===== src/xcvr_regs.svh =====
// Purpose: Named constants for the registered bus transceiver.
// Assumes: Included by its bare name from the design file.
// Notes: Holds definitions only.
`ifndef XCVR_REGS_SVH
`define XCVR_REGS_SVH

// ----------------------------------------------------------------------
// Widths and depths
// ----------------------------------------------------------------------
`define XCVR_DATA_W 8
`define XCVR_LOG_DEPTH 8
`define XCVR_CTL_W 4

// ----------------------------------------------------------------------
// Control bit positions in the synchronised control word
// ----------------------------------------------------------------------
`define XCVR_CTL_OE_B 3
`define XCVR_CTL_DIR 2
`define XCVR_CTL_A2B_SEL 1
`define XCVR_CTL_B2A_SEL 0

// ----------------------------------------------------------------------
// Reset values and the low level
// ----------------------------------------------------------------------
`define XCVR_CTL_RST 4'h8
`define XCVR_CLK_RST 2'h0
`define XCVR_BIT_RST 1'b0
`define XCVR_LOW 1'b0

`endif


===== src/xcvr_pkg.sv =====
// Purpose: Types shared by the registered bus transceiver.
// Assumes: Nothing.
// Notes: Constants live in xcvr_regs.svh.
`default_nettype none

package xcvr_pkg;

  // Which bus, if either, the block drives.
  typedef enum logic [1:0] {drive_none, drive_a, drive_b} drive_mode_e;

endpackage

`default_nettype wire


===== src/registered_bus_transceiver.sv =====
// Purpose: Registered 8-bit transceiver between buses A and B, with a
//          capture log FIFO.
// Assumes: Bus, control and capture clock pins are asynchronous to i_core_clk and are held stable for
//          at least three core cycles around each capture clock rise.
// Notes: Storage registers carry no reset; the FIFO depth must be a power
//        of two.
`include "xcvr_regs.svh"
`timescale 1ns/100ps
`default_nettype none

// ----------------------------------------------------------------------
// Capture log FIFO
// ----------------------------------------------------------------------
module xcvr_log_fifo #(
  parameter int WIDTH = 2 * `XCVR_DATA_W + 2,
  parameter int DEPTH = `XCVR_LOG_DEPTH
) (
  // Clock and reset
  input wire logic i_core_clk,
  input wire logic i_rst_b,
  // Fill side
  input wire logic i_in_valid,
  input wire logic [WIDTH-1:0] i_in_data,
  output logic o_in_ready,
  // Drain side
  output logic o_out_valid,
  output logic [WIDTH-1:0] o_out_data,
  input wire logic i_out_ready
);

  localparam int AW = $clog2(DEPTH);

  logic [WIDTH-1:0] mem [DEPTH];
  logic [AW-1:0] wr_ptr_r;
  logic [AW-1:0] rd_ptr_r;
  logic [AW:0] count_r;
  logic [AW-1:0] rd_ptr_nxt;
  logic [AW:0] count_nxt;
  logic push;
  logic pop;

  assign push = i_in_valid && o_in_ready;
  assign pop = o_out_valid && i_out_ready;

  always_comb
  begin
    rd_ptr_nxt = pop ? rd_ptr_r + 1'b1 : rd_ptr_r;
    count_nxt = count_r;
    if (push && !pop)
    begin
      count_nxt = count_r + 1'b1;
    end
    else if (pop && !push)
    begin
      count_nxt = count_r - 1'b1;
    end
  end

  always_ff @(posedge i_core_clk)
  begin
    if (push)
    begin
      mem[wr_ptr_r] <= i_in_data;
    end
  end

  always_ff @(posedge i_core_clk or negedge i_rst_b)
  begin
    if (!i_rst_b)
    begin
      wr_ptr_r <= '0;
      rd_ptr_r <= '0;
      count_r <= '0;
    end
    else
    begin
      if (push)
      begin
        wr_ptr_r <= wr_ptr_r + 1'b1;
      end
      rd_ptr_r <= rd_ptr_nxt;
      count_r <= count_nxt;
    end
  end

  // Flags and head word are registered so the ports come from flops.
  always_ff @(posedge i_core_clk or negedge i_rst_b)
  begin
    if (!i_rst_b)
    begin
      o_in_ready <= `XCVR_BIT_RST;
      o_out_valid <= `XCVR_BIT_RST;
      o_out_data <= '0;
    end
    else
    begin
      o_in_ready <= (count_nxt != (AW + 1)'(DEPTH));
      o_out_valid <= (count_nxt != '0);
      if (push && (rd_ptr_nxt == wr_ptr_r))
      begin
        o_out_data <= i_in_data;
      end
      else
      begin
        o_out_data <= mem[rd_ptr_nxt];
      end
    end
  end

endmodule // xcvr_log_fifo

// Behaviour
// - Two separate eight-bit storage registers, one per source bus.
// - A register loads only on its own capture clock rising edge.
// - A-side register loads from A, clocked by A clock, shown on B.
// - B-side register loads from B, clocked by B clock, shown on A.
// - Every capture clock rise stores, whatever enable and direction say.
// - Enable high: neither bus driven, whatever direction and selects.
// - With both buses undriven, captures still happen independently.
// - Enabled, direction low, select low: A driven with live B.
// - Enabled, direction low, select high: A driven from B register.
// - Enabled, direction high, select low: B driven with live A.
// - Enabled, direction high, select high: B driven from A register.
// - Never drive both buses; direction picks exactly one when enabled.
// - Input port data may be stored in either register or both.
module registered_bus_transceiver #(
  parameter int DATA_W = `XCVR_DATA_W,
  parameter int LOG_DEPTH = `XCVR_LOG_DEPTH
) (
  // Clock and reset
  input wire logic i_core_clk,
  input wire logic i_rst_b,
  // Control pins
  input wire logic i_out_en_b,
  input wire logic i_dir,
  input wire logic i_a_to_b_source_select,
  input wire logic i_b_to_a_source_select,
  // Capture clock pins
  input wire logic i_a_capture_clock,
  input wire logic i_b_capture_clock,
  // A bus pins
  input wire logic [DATA_W-1:0] i_a_bus,
  output logic [DATA_W-1:0] o_a_bus,
  output logic o_a_oe,
  // B bus pins
  input wire logic [DATA_W-1:0] i_b_bus,
  output logic [DATA_W-1:0] o_b_bus,
  output logic o_b_oe,
  // Capture log: {a_hit, b_hit, a_data, b_data}
  output logic o_log_valid,
  output logic [2*DATA_W+1:0] o_log_data,
  input wire logic i_log_ready,
  output logic o_log_space,
  output logic o_log_lost
);

  // --------------------------------------------------------------------
  // Input synchronisers
  // --------------------------------------------------------------------
  logic [`XCVR_CTL_W-1:0] ctl_meta_r;
  logic [`XCVR_CTL_W-1:0] ctl_sync_r;
  logic [1:0] cap_meta_r;
  logic [1:0] cap_sync_r;
  logic [1:0] cap_prev_r;
  logic [DATA_W-1:0] a_meta_r;
  logic [DATA_W-1:0] a_in_s;
  logic [DATA_W-1:0] b_meta_r;
  logic [DATA_W-1:0] b_in_s;

  always_ff @(posedge i_core_clk or negedge i_rst_b)
  begin
    if (!i_rst_b)
    begin
      ctl_meta_r <= `XCVR_CTL_RST;
      ctl_sync_r <= `XCVR_CTL_RST;
    end
    else
    begin
      ctl_meta_r <= {i_out_en_b, i_dir, i_a_to_b_source_select,
                     i_b_to_a_source_select};
      ctl_sync_r <= ctl_meta_r;
    end
  end

  always_ff @(posedge i_core_clk or negedge i_rst_b)
  begin
    if (!i_rst_b)
    begin
      cap_meta_r <= `XCVR_CLK_RST;
      cap_sync_r <= `XCVR_CLK_RST;
      cap_prev_r <= `XCVR_CLK_RST;
    end
    else
    begin
      cap_meta_r <= {i_a_capture_clock, i_b_capture_clock};
      cap_sync_r <= cap_meta_r;
      cap_prev_r <= cap_sync_r;
    end
  end

  always_ff @(posedge i_core_clk or negedge i_rst_b)
  begin
    if (!i_rst_b)
    begin
      a_meta_r <= '0;
      a_in_s <= '0;
      b_meta_r <= '0;
      b_in_s <= '0;
    end
    else
    begin
      a_meta_r <= i_a_bus;
      a_in_s <= a_meta_r;
      b_meta_r <= i_b_bus;
      b_in_s <= b_meta_r;
    end
  end

  logic oe_b_s;
  logic dir_s;
  logic a2b_sel_s;
  logic b2a_sel_s;
  logic a_rise;
  logic b_rise;

  assign oe_b_s = ctl_sync_r[`XCVR_CTL_OE_B];
  assign dir_s = ctl_sync_r[`XCVR_CTL_DIR];
  assign a2b_sel_s = ctl_sync_r[`XCVR_CTL_A2B_SEL];
  assign b2a_sel_s = ctl_sync_r[`XCVR_CTL_B2A_SEL];
  assign a_rise = cap_sync_r[1] && !cap_prev_r[1];
  assign b_rise = cap_sync_r[0] && !cap_prev_r[0];

  // --------------------------------------------------------------------
  // Storage registers
  // --------------------------------------------------------------------
  logic [DATA_W-1:0] a_store_r;
  logic [DATA_W-1:0] b_store_r;

  always_ff @(posedge i_core_clk)
  begin
    if (a_rise)
    begin
      a_store_r <= a_in_s;
    end
  end

  always_ff @(posedge i_core_clk)
  begin
    if (b_rise)
    begin
      b_store_r <= b_in_s;
    end
  end

  // --------------------------------------------------------------------
  // Output drive
  // --------------------------------------------------------------------
  xcvr_pkg::drive_mode_e mode_nxt;

  // Enable and direction choose one bus or none.
  always_comb
  begin
    mode_nxt = xcvr_pkg::drive_none;
    if (!oe_b_s)
    begin
      mode_nxt = dir_s ? xcvr_pkg::drive_b : xcvr_pkg::drive_a;
    end
  end

  always_ff @(posedge i_core_clk or negedge i_rst_b)
  begin
    if (!i_rst_b)
    begin
      o_a_oe <= `XCVR_BIT_RST;
      o_b_oe <= `XCVR_BIT_RST;
    end
    else
    begin
      case (mode_nxt)
        xcvr_pkg::drive_a:
        begin
          o_a_oe <= 1'b1;
          o_b_oe <= `XCVR_LOW;
        end
        xcvr_pkg::drive_b:
        begin
          o_a_oe <= `XCVR_LOW;
          o_b_oe <= 1'b1;
        end
        default:
        begin
          o_a_oe <= `XCVR_LOW;
          o_b_oe <= `XCVR_LOW;
        end
      endcase
    end
  end

  // A bus from live B or the B-side store.
  // B bus from live A or the A-side store.
  always_ff @(posedge i_core_clk or negedge i_rst_b)
  begin
    if (!i_rst_b)
    begin
      o_a_bus <= '0;
      o_b_bus <= '0;
    end
    else
    begin
      o_a_bus <= b2a_sel_s ? b_store_r : b_in_s;
      o_b_bus <= a2b_sel_s ? a_store_r : a_in_s;
    end
  end

  // --------------------------------------------------------------------
  // Capture log
  // --------------------------------------------------------------------
  logic log_push;
  logic log_space;

  assign log_push = a_rise || b_rise;
  assign o_log_space = log_space;

  // A capture is always stored; only its log entry is lost when full.
  always_ff @(posedge i_core_clk or negedge i_rst_b)
  begin
    if (!i_rst_b)
    begin
      o_log_lost <= `XCVR_BIT_RST;
    end
    else
    begin
      o_log_lost <= log_push && !log_space;
    end
  end

  xcvr_log_fifo #(
    .WIDTH(2 * DATA_W + 2),
    .DEPTH(LOG_DEPTH)
  ) u_log_fifo (
    .i_core_clk(i_core_clk),
    .i_rst_b(i_rst_b),
    .i_in_valid(log_push),
    .i_in_data({a_rise, b_rise, a_in_s, b_in_s}),
    .o_in_ready(log_space),
    .o_out_valid(o_log_valid),
    .o_out_data(o_log_data),
    .i_out_ready(i_log_ready)
  );

  // --------------------------------------------------------------------
  // Assertions
  // --------------------------------------------------------------------
  // Single driven bus.
  bus_exclusive_a: assert property (
    @(posedge i_core_clk) disable iff (!i_rst_b)
    !(o_a_oe && o_b_oe))
    else $error("both buses driven");

  isolate_no_drive_a: assert property (
    @(posedge i_core_clk) disable iff (!i_rst_b)
    oe_b_s |=> (!o_a_oe && !o_b_oe))
    else $error("bus driven while disabled");

  a_store_load_a: assert property (
    @(posedge i_core_clk) disable iff (!i_rst_b)
    a_rise |=> (a_store_r == $past(a_in_s)))
    else $error("A store missed a capture");

  b_store_load_a: assert property (
    @(posedge i_core_clk) disable iff (!i_rst_b)
    b_rise |=> (b_store_r == $past(b_in_s)))
    else $error("B store missed a capture");

  // Stores power up unknown, so hold checks start at their first capture.
  logic a_seen_r;
  logic b_seen_r;

  always_ff @(posedge i_core_clk or negedge i_rst_b)
  begin
    if (!i_rst_b)
    begin
      a_seen_r <= `XCVR_BIT_RST;
      b_seen_r <= `XCVR_BIT_RST;
    end
    else
    begin
      if (a_rise)
      begin
        a_seen_r <= 1'b1;
      end
      if (b_rise)
      begin
        b_seen_r <= 1'b1;
      end
    end
  end

  store_hold_a: assert property (
    @(posedge i_core_clk) disable iff (!i_rst_b)
    (a_seen_r && !a_rise) |=> $stable(a_store_r))
    else $error("A store changed without a rise");

  b_store_hold_a: assert property (
    @(posedge i_core_clk) disable iff (!i_rst_b)
    (b_seen_r && !b_rise) |=> $stable(b_store_r))
    else $error("B store changed without a rise");

  capture_isolated_a: assert property (
    @(posedge i_core_clk) disable iff (!i_rst_b)
    (oe_b_s && a_rise && b_rise) |=>
      (a_store_r == $past(a_in_s) && b_store_r == $past(b_in_s)))
    else $error("capture lost in isolation");

  live_b_to_a_a: assert property (
    @(posedge i_core_clk) disable iff (!i_rst_b)
    (!oe_b_s && !dir_s && !b2a_sel_s) |=>
      (o_a_oe && !o_b_oe && o_a_bus == $past(b_in_s)))
    else $error("A bus not showing live B");

  stored_b_to_a_a: assert property (
    @(posedge i_core_clk) disable iff (!i_rst_b)
    (!oe_b_s && !dir_s && b2a_sel_s) |=>
      (o_a_oe && o_a_bus == $past(b_store_r)))
    else $error("A bus not showing B store");

  live_a_to_b_a: assert property (
    @(posedge i_core_clk) disable iff (!i_rst_b)
    (!oe_b_s && dir_s && !a2b_sel_s) |=>
      (o_b_oe && !o_a_oe && o_b_bus == $past(a_in_s)))
    else $error("B bus not showing live A");

  stored_a_to_b_a: assert property (
    @(posedge i_core_clk) disable iff (!i_rst_b)
    (!oe_b_s && dir_s && a2b_sel_s) |=>
      (o_b_oe && o_b_bus == $past(a_store_r)))
    else $error("B bus not showing A store");

  // Input port capture while the other bus is driven.
  capture_driven_a: assert property (
    @(posedge i_core_clk) disable iff (!i_rst_b)
    (!oe_b_s && dir_s && a_rise) ##1 (!oe_b_s && dir_s && a2b_sel_s) |=>
      (o_b_bus == $past(a_in_s, 2)))
    else $error("captured A not presented on B");

endmodule // registered_bus_transceiver

`default_nettype wire


===== config.mk =====
export PLATFORM = sky130hd
export DESIGN_NAME = registered_bus_transceiver
export DESIGN_NICKNAME = d
export VERILOG_FILES = /design/src/xcvr_pkg.sv /design/src/registered_bus_transceiver.sv
export VERILOG_INCLUDE_DIRS = /design/src
export SDC_FILE = /design/constraint.sdc
export NUM_CORES = 1
export LEC_CHECK = 0
export BUFFER_PORTS_ARGS = -buffer_cell sky130_fd_sc_hd__buf_4
export CORE_ASPECT_RATIO = 1.25
export CORE_MARGIN = 10
export CORE_UTILIZATION = 39
export DETAILED_ROUTE_END_ITERATION = 8
export GPL_ROUTABILITY_DRIVEN = 1
export GPL_TIMING_DRIVEN = 0
export PLACE_DENSITY_LB_ADDON = 0.25
export RECOVER_POWER = 100
export SKIP_LAST_GASP = 1
export SLEW_MARGIN = 5
export SYNTH_ARGS = -nofsm -noshare
export SYNTH_HDL_FRONTEND = slang
export SYNTH_SLANG_ARGS = --single-unit

===== constraint.sdc =====
create_clock -name i_core_clk -period 3.8 [get_ports i_core_clk]
set_input_delay 0.57 -clock i_core_clk [delete_from_list [all_inputs] [get_ports i_core_clk]]
set_output_delay 0.57 -clock i_core_clk [all_outputs]
set_load 0.05 [all_outputs]

# [Word level (Yosys, flattened, before mapping)]
# Memories as Yosys holds them, arrays and structs flattened. A register that Yosys moved wholly into a read port is not among the register bits.
# Cells that the tools add are included.
[word_totals] regBits=93 in_bits=25 mem_bits_rw=144 memories=1 wordCells=55
[classes] reduce_logical=15 add_sub_neg=4 n_eq_ne=3 mux=11
[memory_table] memory="u_log_fifo.mem" words=8 word_bits=18 read_ports=1 rd_ports_with_merged_regs=1 write_ports=1 line="registered_bus_transceiver.sv:33" text="logic [WIDTH-1:0] mem [DEPTH];"
[ops] op="$mux 8" n=2
[ops] op="$mux 4" n=2
[ops] op="$logic_and 1x1->1" n=7
[ops] op="$add 3x1->3 const B" n=2
[ops] op="$logic_not 1->1" n=6
[ops] op="$add 4x1->4 const B" n=1
[ops] op="$mux 1" n=4
[ops] op="$mux 2" n=2
[ops] op="$ne 4x4->1 const B" n=1
[ops] op="$reduce_bool 4->1" n=1
[ops] op="$sub 4x1->4 const B" n=1
[ops] op="$mux 3" n=1
[ops] op="$eq 2x1->1 const B" n=1
[ops] op="$eq 2x2->1 const B" n=1
[ops] op="$logic_or 1x1->1" n=1

# [Depth between registers and ports, before layout]
[logic_depth] depth_word=9 ltp_mapped=8 depth_no_buf=7

# [Modules after synthesis]
# A second synthesis with hierarchy kept.
[unflattened] hier_cells=799 area_unflattened_um2=10772.8
[modules_own_cells] mod="xcvr_log_fifo" instances=1 area_each_um2=8361.8 cells_each=692
[modules_own_cells] mod="registered_bus_transceiver" instances=1 area_each_um2=2411.1 cells_each=107

# [Worst setup path before layout]
# No wires, ideal clock.
[synth_timing] path_kind="register to register" start="reg cap_prev_r[0]" end="mem u_log_fifo.mem[0][0] in the netlist's numbering (enable)" setup_ns=0.439 required_time_ns=3.361 synth_period_minus_slack_ns=3.436 slack_ns=0.364 arrival_time_ns=2.997 path_stages_with_launch=5 path_cell_list="dfrtp_1 nor2b_1 clkbuf_1 o21ai_2 nor4_1"
[synth_between] elab_chain_len=6
[synth_lines] element="start: declaration" line="registered_bus_transceiver.sv:164" text="logic [1:0] cap_prev_r;"
[synth_lines] element="start signal: assignment" line="registered_bus_transceiver.sv:191" text="cap_prev_r <= `XCVR_CLK_RST;"
[synth_lines] element="start signal: assignment" line="registered_bus_transceiver.sv:197" text="cap_prev_r <= cap_sync_r;"
[synth_lines] element="$logic_not 1->1" line="registered_bus_transceiver.sv:231" text="assign b_rise = cap_sync_r[0] && !cap_prev_r[0];"
[synth_lines] element="$logic_and 1x1->1" line="registered_bus_transceiver.sv:231"
[synth_lines] element="net b_rise" line="registered_bus_transceiver.sv:224" text="logic b_rise;"
[synth_lines] element="$logic_or 1x1->1" line="registered_bus_transceiver.sv:321" text="assign log_push = a_rise || b_rise;"
[synth_lines] element="$logic_and 1x1->1" line="registered_bus_transceiver.sv:42" text="assign push = i_in_valid && o_in_ready;"
[synth_lines] element="$mux 1" line="registered_bus_transceiver.sv:61" text="if (push)"
[synth_lines] element="$mux 1 (implied by the code)" line="registered_bus_transceiver.sv:63" text="mem[wr_ptr_r] <= i_in_data;"
[synth_lines] element="end: declaration" line="registered_bus_transceiver.sv:33"
# The timed path passes the listed nets, and every way through them passes these cells.

# [Final worst setup path]
[layout_timing] start="reg cap_sync_r[1]" end="mem u_log_fifo.mem[1][11] in the netlist's numbering (enable)"
[layout_between] elab_chain_len=5
[layout_lines] element="start: declaration" line="registered_bus_transceiver.sv:163" text="logic [1:0] cap_sync_r;"
[layout_lines] element="start signal: assignment" line="registered_bus_transceiver.sv:190" text="cap_sync_r <= `XCVR_CLK_RST;"
[layout_lines] element="start signal: assignment" line="registered_bus_transceiver.sv:196" text="cap_sync_r <= cap_meta_r;"
[layout_lines] element="$logic_and 1x1->1" line="registered_bus_transceiver.sv:230" text="assign a_rise = cap_sync_r[1] && !cap_prev_r[1];"
[layout_lines] element="net a_rise" line="registered_bus_transceiver.sv:223" text="logic a_rise;"
[layout_lines] element="$logic_or 1x1->1" line="registered_bus_transceiver.sv:321"
[layout_lines] element="$logic_and 1x1->1" line="registered_bus_transceiver.sv:42"
[layout_lines] element="$mux 1" line="registered_bus_transceiver.sv:61"
[layout_lines] element="$mux 1 (implied by the code)" line="registered_bus_transceiver.sv:63"
# The timed path passes the listed nets, and every way through them passes these cells.

==> summary.md <==
| Metric | Value |
|---|---|
| FMAX | between 300 and 400 MHz |
| Buf+Inv Stages, Crit Path | 2 |
| Synth top area share | 0.521 |
| Hold Path Sink | ctl_meta_r[3] |
| Total of max-cap violations | 1 |
| Worst relative slew slack | -0.564 |
| DIE HEIGHT | roughly 190 um |
| Max incr delay on CP | between 0.9 and 1 ns |
| Initial DRC count | roughly 260 |
| Residual DRC | 0 |
| RSZ-0062 raised after global routing | false |
| Layout net count | 631 |
| Worst reg-to-reg setup slack | 0.47 ns |
| Num CTS Buffers | 25 |
| Leading area contributor after synthesis | edfxtp_1 |
| Mean post-synth cell area | 18.5 um2 |
| CTS sink cnt | about 260 |
| Post-DP HPWL | ~12 mm |
| Critical Path Sink Type | flip-flop |
| Async S/R FF share, synth | 0.373 |
| Post-Syn Area | 0.00922 mm2 |
| Crit path DAT | around 3.5 ns |
| Post-route minimum period | approximately 3.3 ns |
| Worst r2r path cells | 5 |
| H-Tree Depth | 1 |
| Die width | between 150 and 200 um |
| I/O pins | 64 |
| Final wirelength | between 15 and 20 mm |
| Initial Util | 0.399 |
| # port buffers | 63 |
| Hold buffer count at CTS | 0 |
| CP Cell Sequence | nor2b_1 > clkbuf_1 > o21ai_2 > nor3_1 > clkbuf_2 |
| Initial antenna violation count | 0 |
| Fillers | about 2000 |
| Vias in the first global route | ~5000 |
| Syn nets | roughly 530 |
| Pwr per Cell Area | 844 mW/mm2 |
| Share of layout cells above drive strength 1 | 0.215 |
| Commonest non-fill, non-tap cells in the layout | edfxtp_1 (160), dfrtp_1 (93), clkbuf_1 (54), mux2i_1 (40), a21oi_1 (34) |
| Vias | 4564 |
| Worst Path Required | about 4.0 ns |
| Reg2reg start | cap_sync_r[1] |
| Failing checks | max-capacitance violations, max-slew violations |
| Post-CTS setup buffer count | 0 |
| Mean routed wirelength per cell | around 21 um |
| Setup tns final | 0 ns |
| Max Buffers Root-to-Sink | 3 |
| Least-Margin Pin Slew | ~2.3 ns |
| Antenna viol nets, final | 0 |
| Leakage | around 4.0 nW |
| Most common cell after layout, fill and taps aside | edfxtp_1 |
| Synth Register Bits | roughly 260 |
| Number of flops mapped to enable cells by yosys | 160 |
| Hold Startpoint | i_out_en_b |
| Synth Warn # | 0 |
| Total power | approximately 9.2 mW |
| Top post-synthesis cells by area | edfxtp_1 (52%), dfrtp_1 (25%), mux2i_1 (4.3%) |
| Diodes inserted | 0 |
| Clk Latency, worst-skew pair | ~0.5 ns |
| Cells after Synth | 498 |
| HP Class | primary input to flip-flop |
| Via density per instance | 5.03 |
| Worst-path clk slew | roughly 0.060 ns |
| Hold path cells | 1 |
| Yosys cell types | between 40 and 50 |
| Final Cycle Share | 0.877 |
| Multi-input logic area | ~0.0018 mm2 |
| Clock root buffer | clkbuf_16 |
| Cell family with most CP delay | buffers and inverters |
| Largest net degree at the start of global routing | 96 |
| Final setup fails | 0 |
| Reg2reg end | u_log_fifo.mem[1][11] |
| Std cell rows | a little over 60 |
| Startpoint types | flip-flop |
| Slowest-stage cell, CP | clkbuf_1 |
| WS Path Type | flip-flop to flip-flop |
| Final Wtd Congestion | just over 0.7 |
| Area delta synth->final | 17.6% |
| Status | finished with violations |
| Clk_skew | approximately 0.010 ns |
| Fin. Hold Viols | 0 |
| PostCTS Resize Cnt | 0 |
| Sequential fraction of the synthesis area | 0.779 |
| Sequential cell area | just over 0.007 mm2 |
| CP max FO | 22 |
| CTS tree | yes |
| First-pass GRT wire length | 29.0 mm |
| Core area | roughly 0.023 mm2 |
| Max VDD drop | around 0.40 mV |
| Die ar. | 0.0302 mm2 |
| Global-route usage over all layers | 0.125 |
| Pre-antenna DRT Iters | 4 |
| Slew Limit Fails | 96 |
| Main flop type after synthesis | edfxtp_1 |
| Total grt overflow | 0 |
[per-layer routing]
metal | track usage | up-vias | wire (um)
li1 | - | 2092 | -
met2 | 0.229 | 106 | 10200
met4 | 0.0346 | 0 | 374
met1 | 0.145 | 2340 | 7150
met5 | 0 | - | 0
met3 | 0.0224 | 26 | 899
[worst max path at each step]
stage | slack [ns] | start | end | depth (start not counted)
floorplan | 0.36 | cap_prev_r[0] | u_log_fifo.mem[0][0] | 4
detailed placement | 0.69 | cap_sync_r[0] | u_log_fifo.mem[5][10] | 6
finish | 0.47 | cap_sync_r[1] | u_log_fifo.mem[1][11] | 5
CTS | 0.67 | cap_sync_r[0] | u_log_fifo.mem[5][8] | 6
global route | 0.26 | cap_sync_r[1] | u_log_fifo.mem[1][11] | 5
global placement | -1.99 | cap_prev_r[0] | u_log_fifo.mem[0][8] | 4
[layout make-up]
| class | instances | share of cell area |
|---|---|---|
| Sequential cell | 255 | 0.662 |
| Multi-Input combinational cell | 216 | 0.170 |
| Clock buffer | 32 | 0.0648 |
| Timing Repair Buffer | 77 | 0.0431 |
| Tap cell | 288 | 0.0332 |
| Buffer | 21 | 0.0122 |
| Clock inverter | 13 | 0.0118 |
| Inverter | 6 | 0.00208 |
[power by group]
group | switching (mW) | internal (mW)
logic | 1.97 | 1.15
registers | 0.176 | 3.41
clock network | 1.01 | 1.45
total | 3.16 | 6.00
[through the flow]
step                      hold slack (ns)  setup slack, ns  utilization  cell area, um2  cells
after CTS                           0.146            0.669        0.479           11100    908
after global placement              0.331            -1.99        0.435           10100    849
after floorplan                     0.274            0.364            -            9220    498
after detailed placement            0.335            0.689        0.443           10200    863
final                               0.177            0.469        0.469           10800    908
after global routing                0.157            0.265        0.469           10800    908
[worst register-to-register path, stage by stage (launching register included)]
cell,delay (ns)
dfrtp_1,0.34
nor2b_1,0.12
clkbuf_1,0.95
o21ai_2,0.29
nor3_1,0.87
clkbuf_2,0.44
[cells by family (layout without fill, tap and decap cells)]
group,Yosys count,count (layout),share of synthesized area
xor+xnor,10,10,0.0132
compound gates,66,66,0.0453
flops,255,255,0.779
simple gates,61,61,0.0319
mux,75,75,0.107
fa+ha+maj,4,4,0.00543
buf+inv,27,149,0.0185
[registers in the layout, summed over array words and instances (netlist names), 2 cells and up]
| signal | flops |
|---|---|
| ctl_meta_r | 4 |
| u_log_fifo.rd_ptr_r | 3 |
| a_in_s | 8 |
| u_log_fifo.count_r | 4 |
| a_store_r | 8 |
| a_meta_r | 8 |
| o_a_bus | 8 |
| u_log_fifo.wr_ptr_r | 3 |
| b_meta_r | 8 |
| cap_sync_r | 2 |
| cap_meta_r | 2 |
| b_in_s | 8 |
| cap_prev_r | 2 |
| u_log_fifo.mem | 144 |
| o_b_bus | 8 |
| b_store_r | 8 |
| ctl_sync_r | 4 |
| u_log_fifo.o_out_data | 18 |
[synth_stat cells, drive strengths merged, types with 2 or more instances]
library cell / count
nand2: 13
nand4: 2
xnor2: 4
nor2: 25
inv: 6
nand3: 4
nand2b: 3
dfrtp: 93
clkbuf: 8
o22ai: 19
mux4: 16
buf: 13
edfxtp: 160
nor3: 5
o21ai: 3
nor2b: 4
ha: 4
dfstp: 2
mux2i: 40
xor2: 6
a21oi: 35
mux2: 19
(Power assumes the default switching activity.)
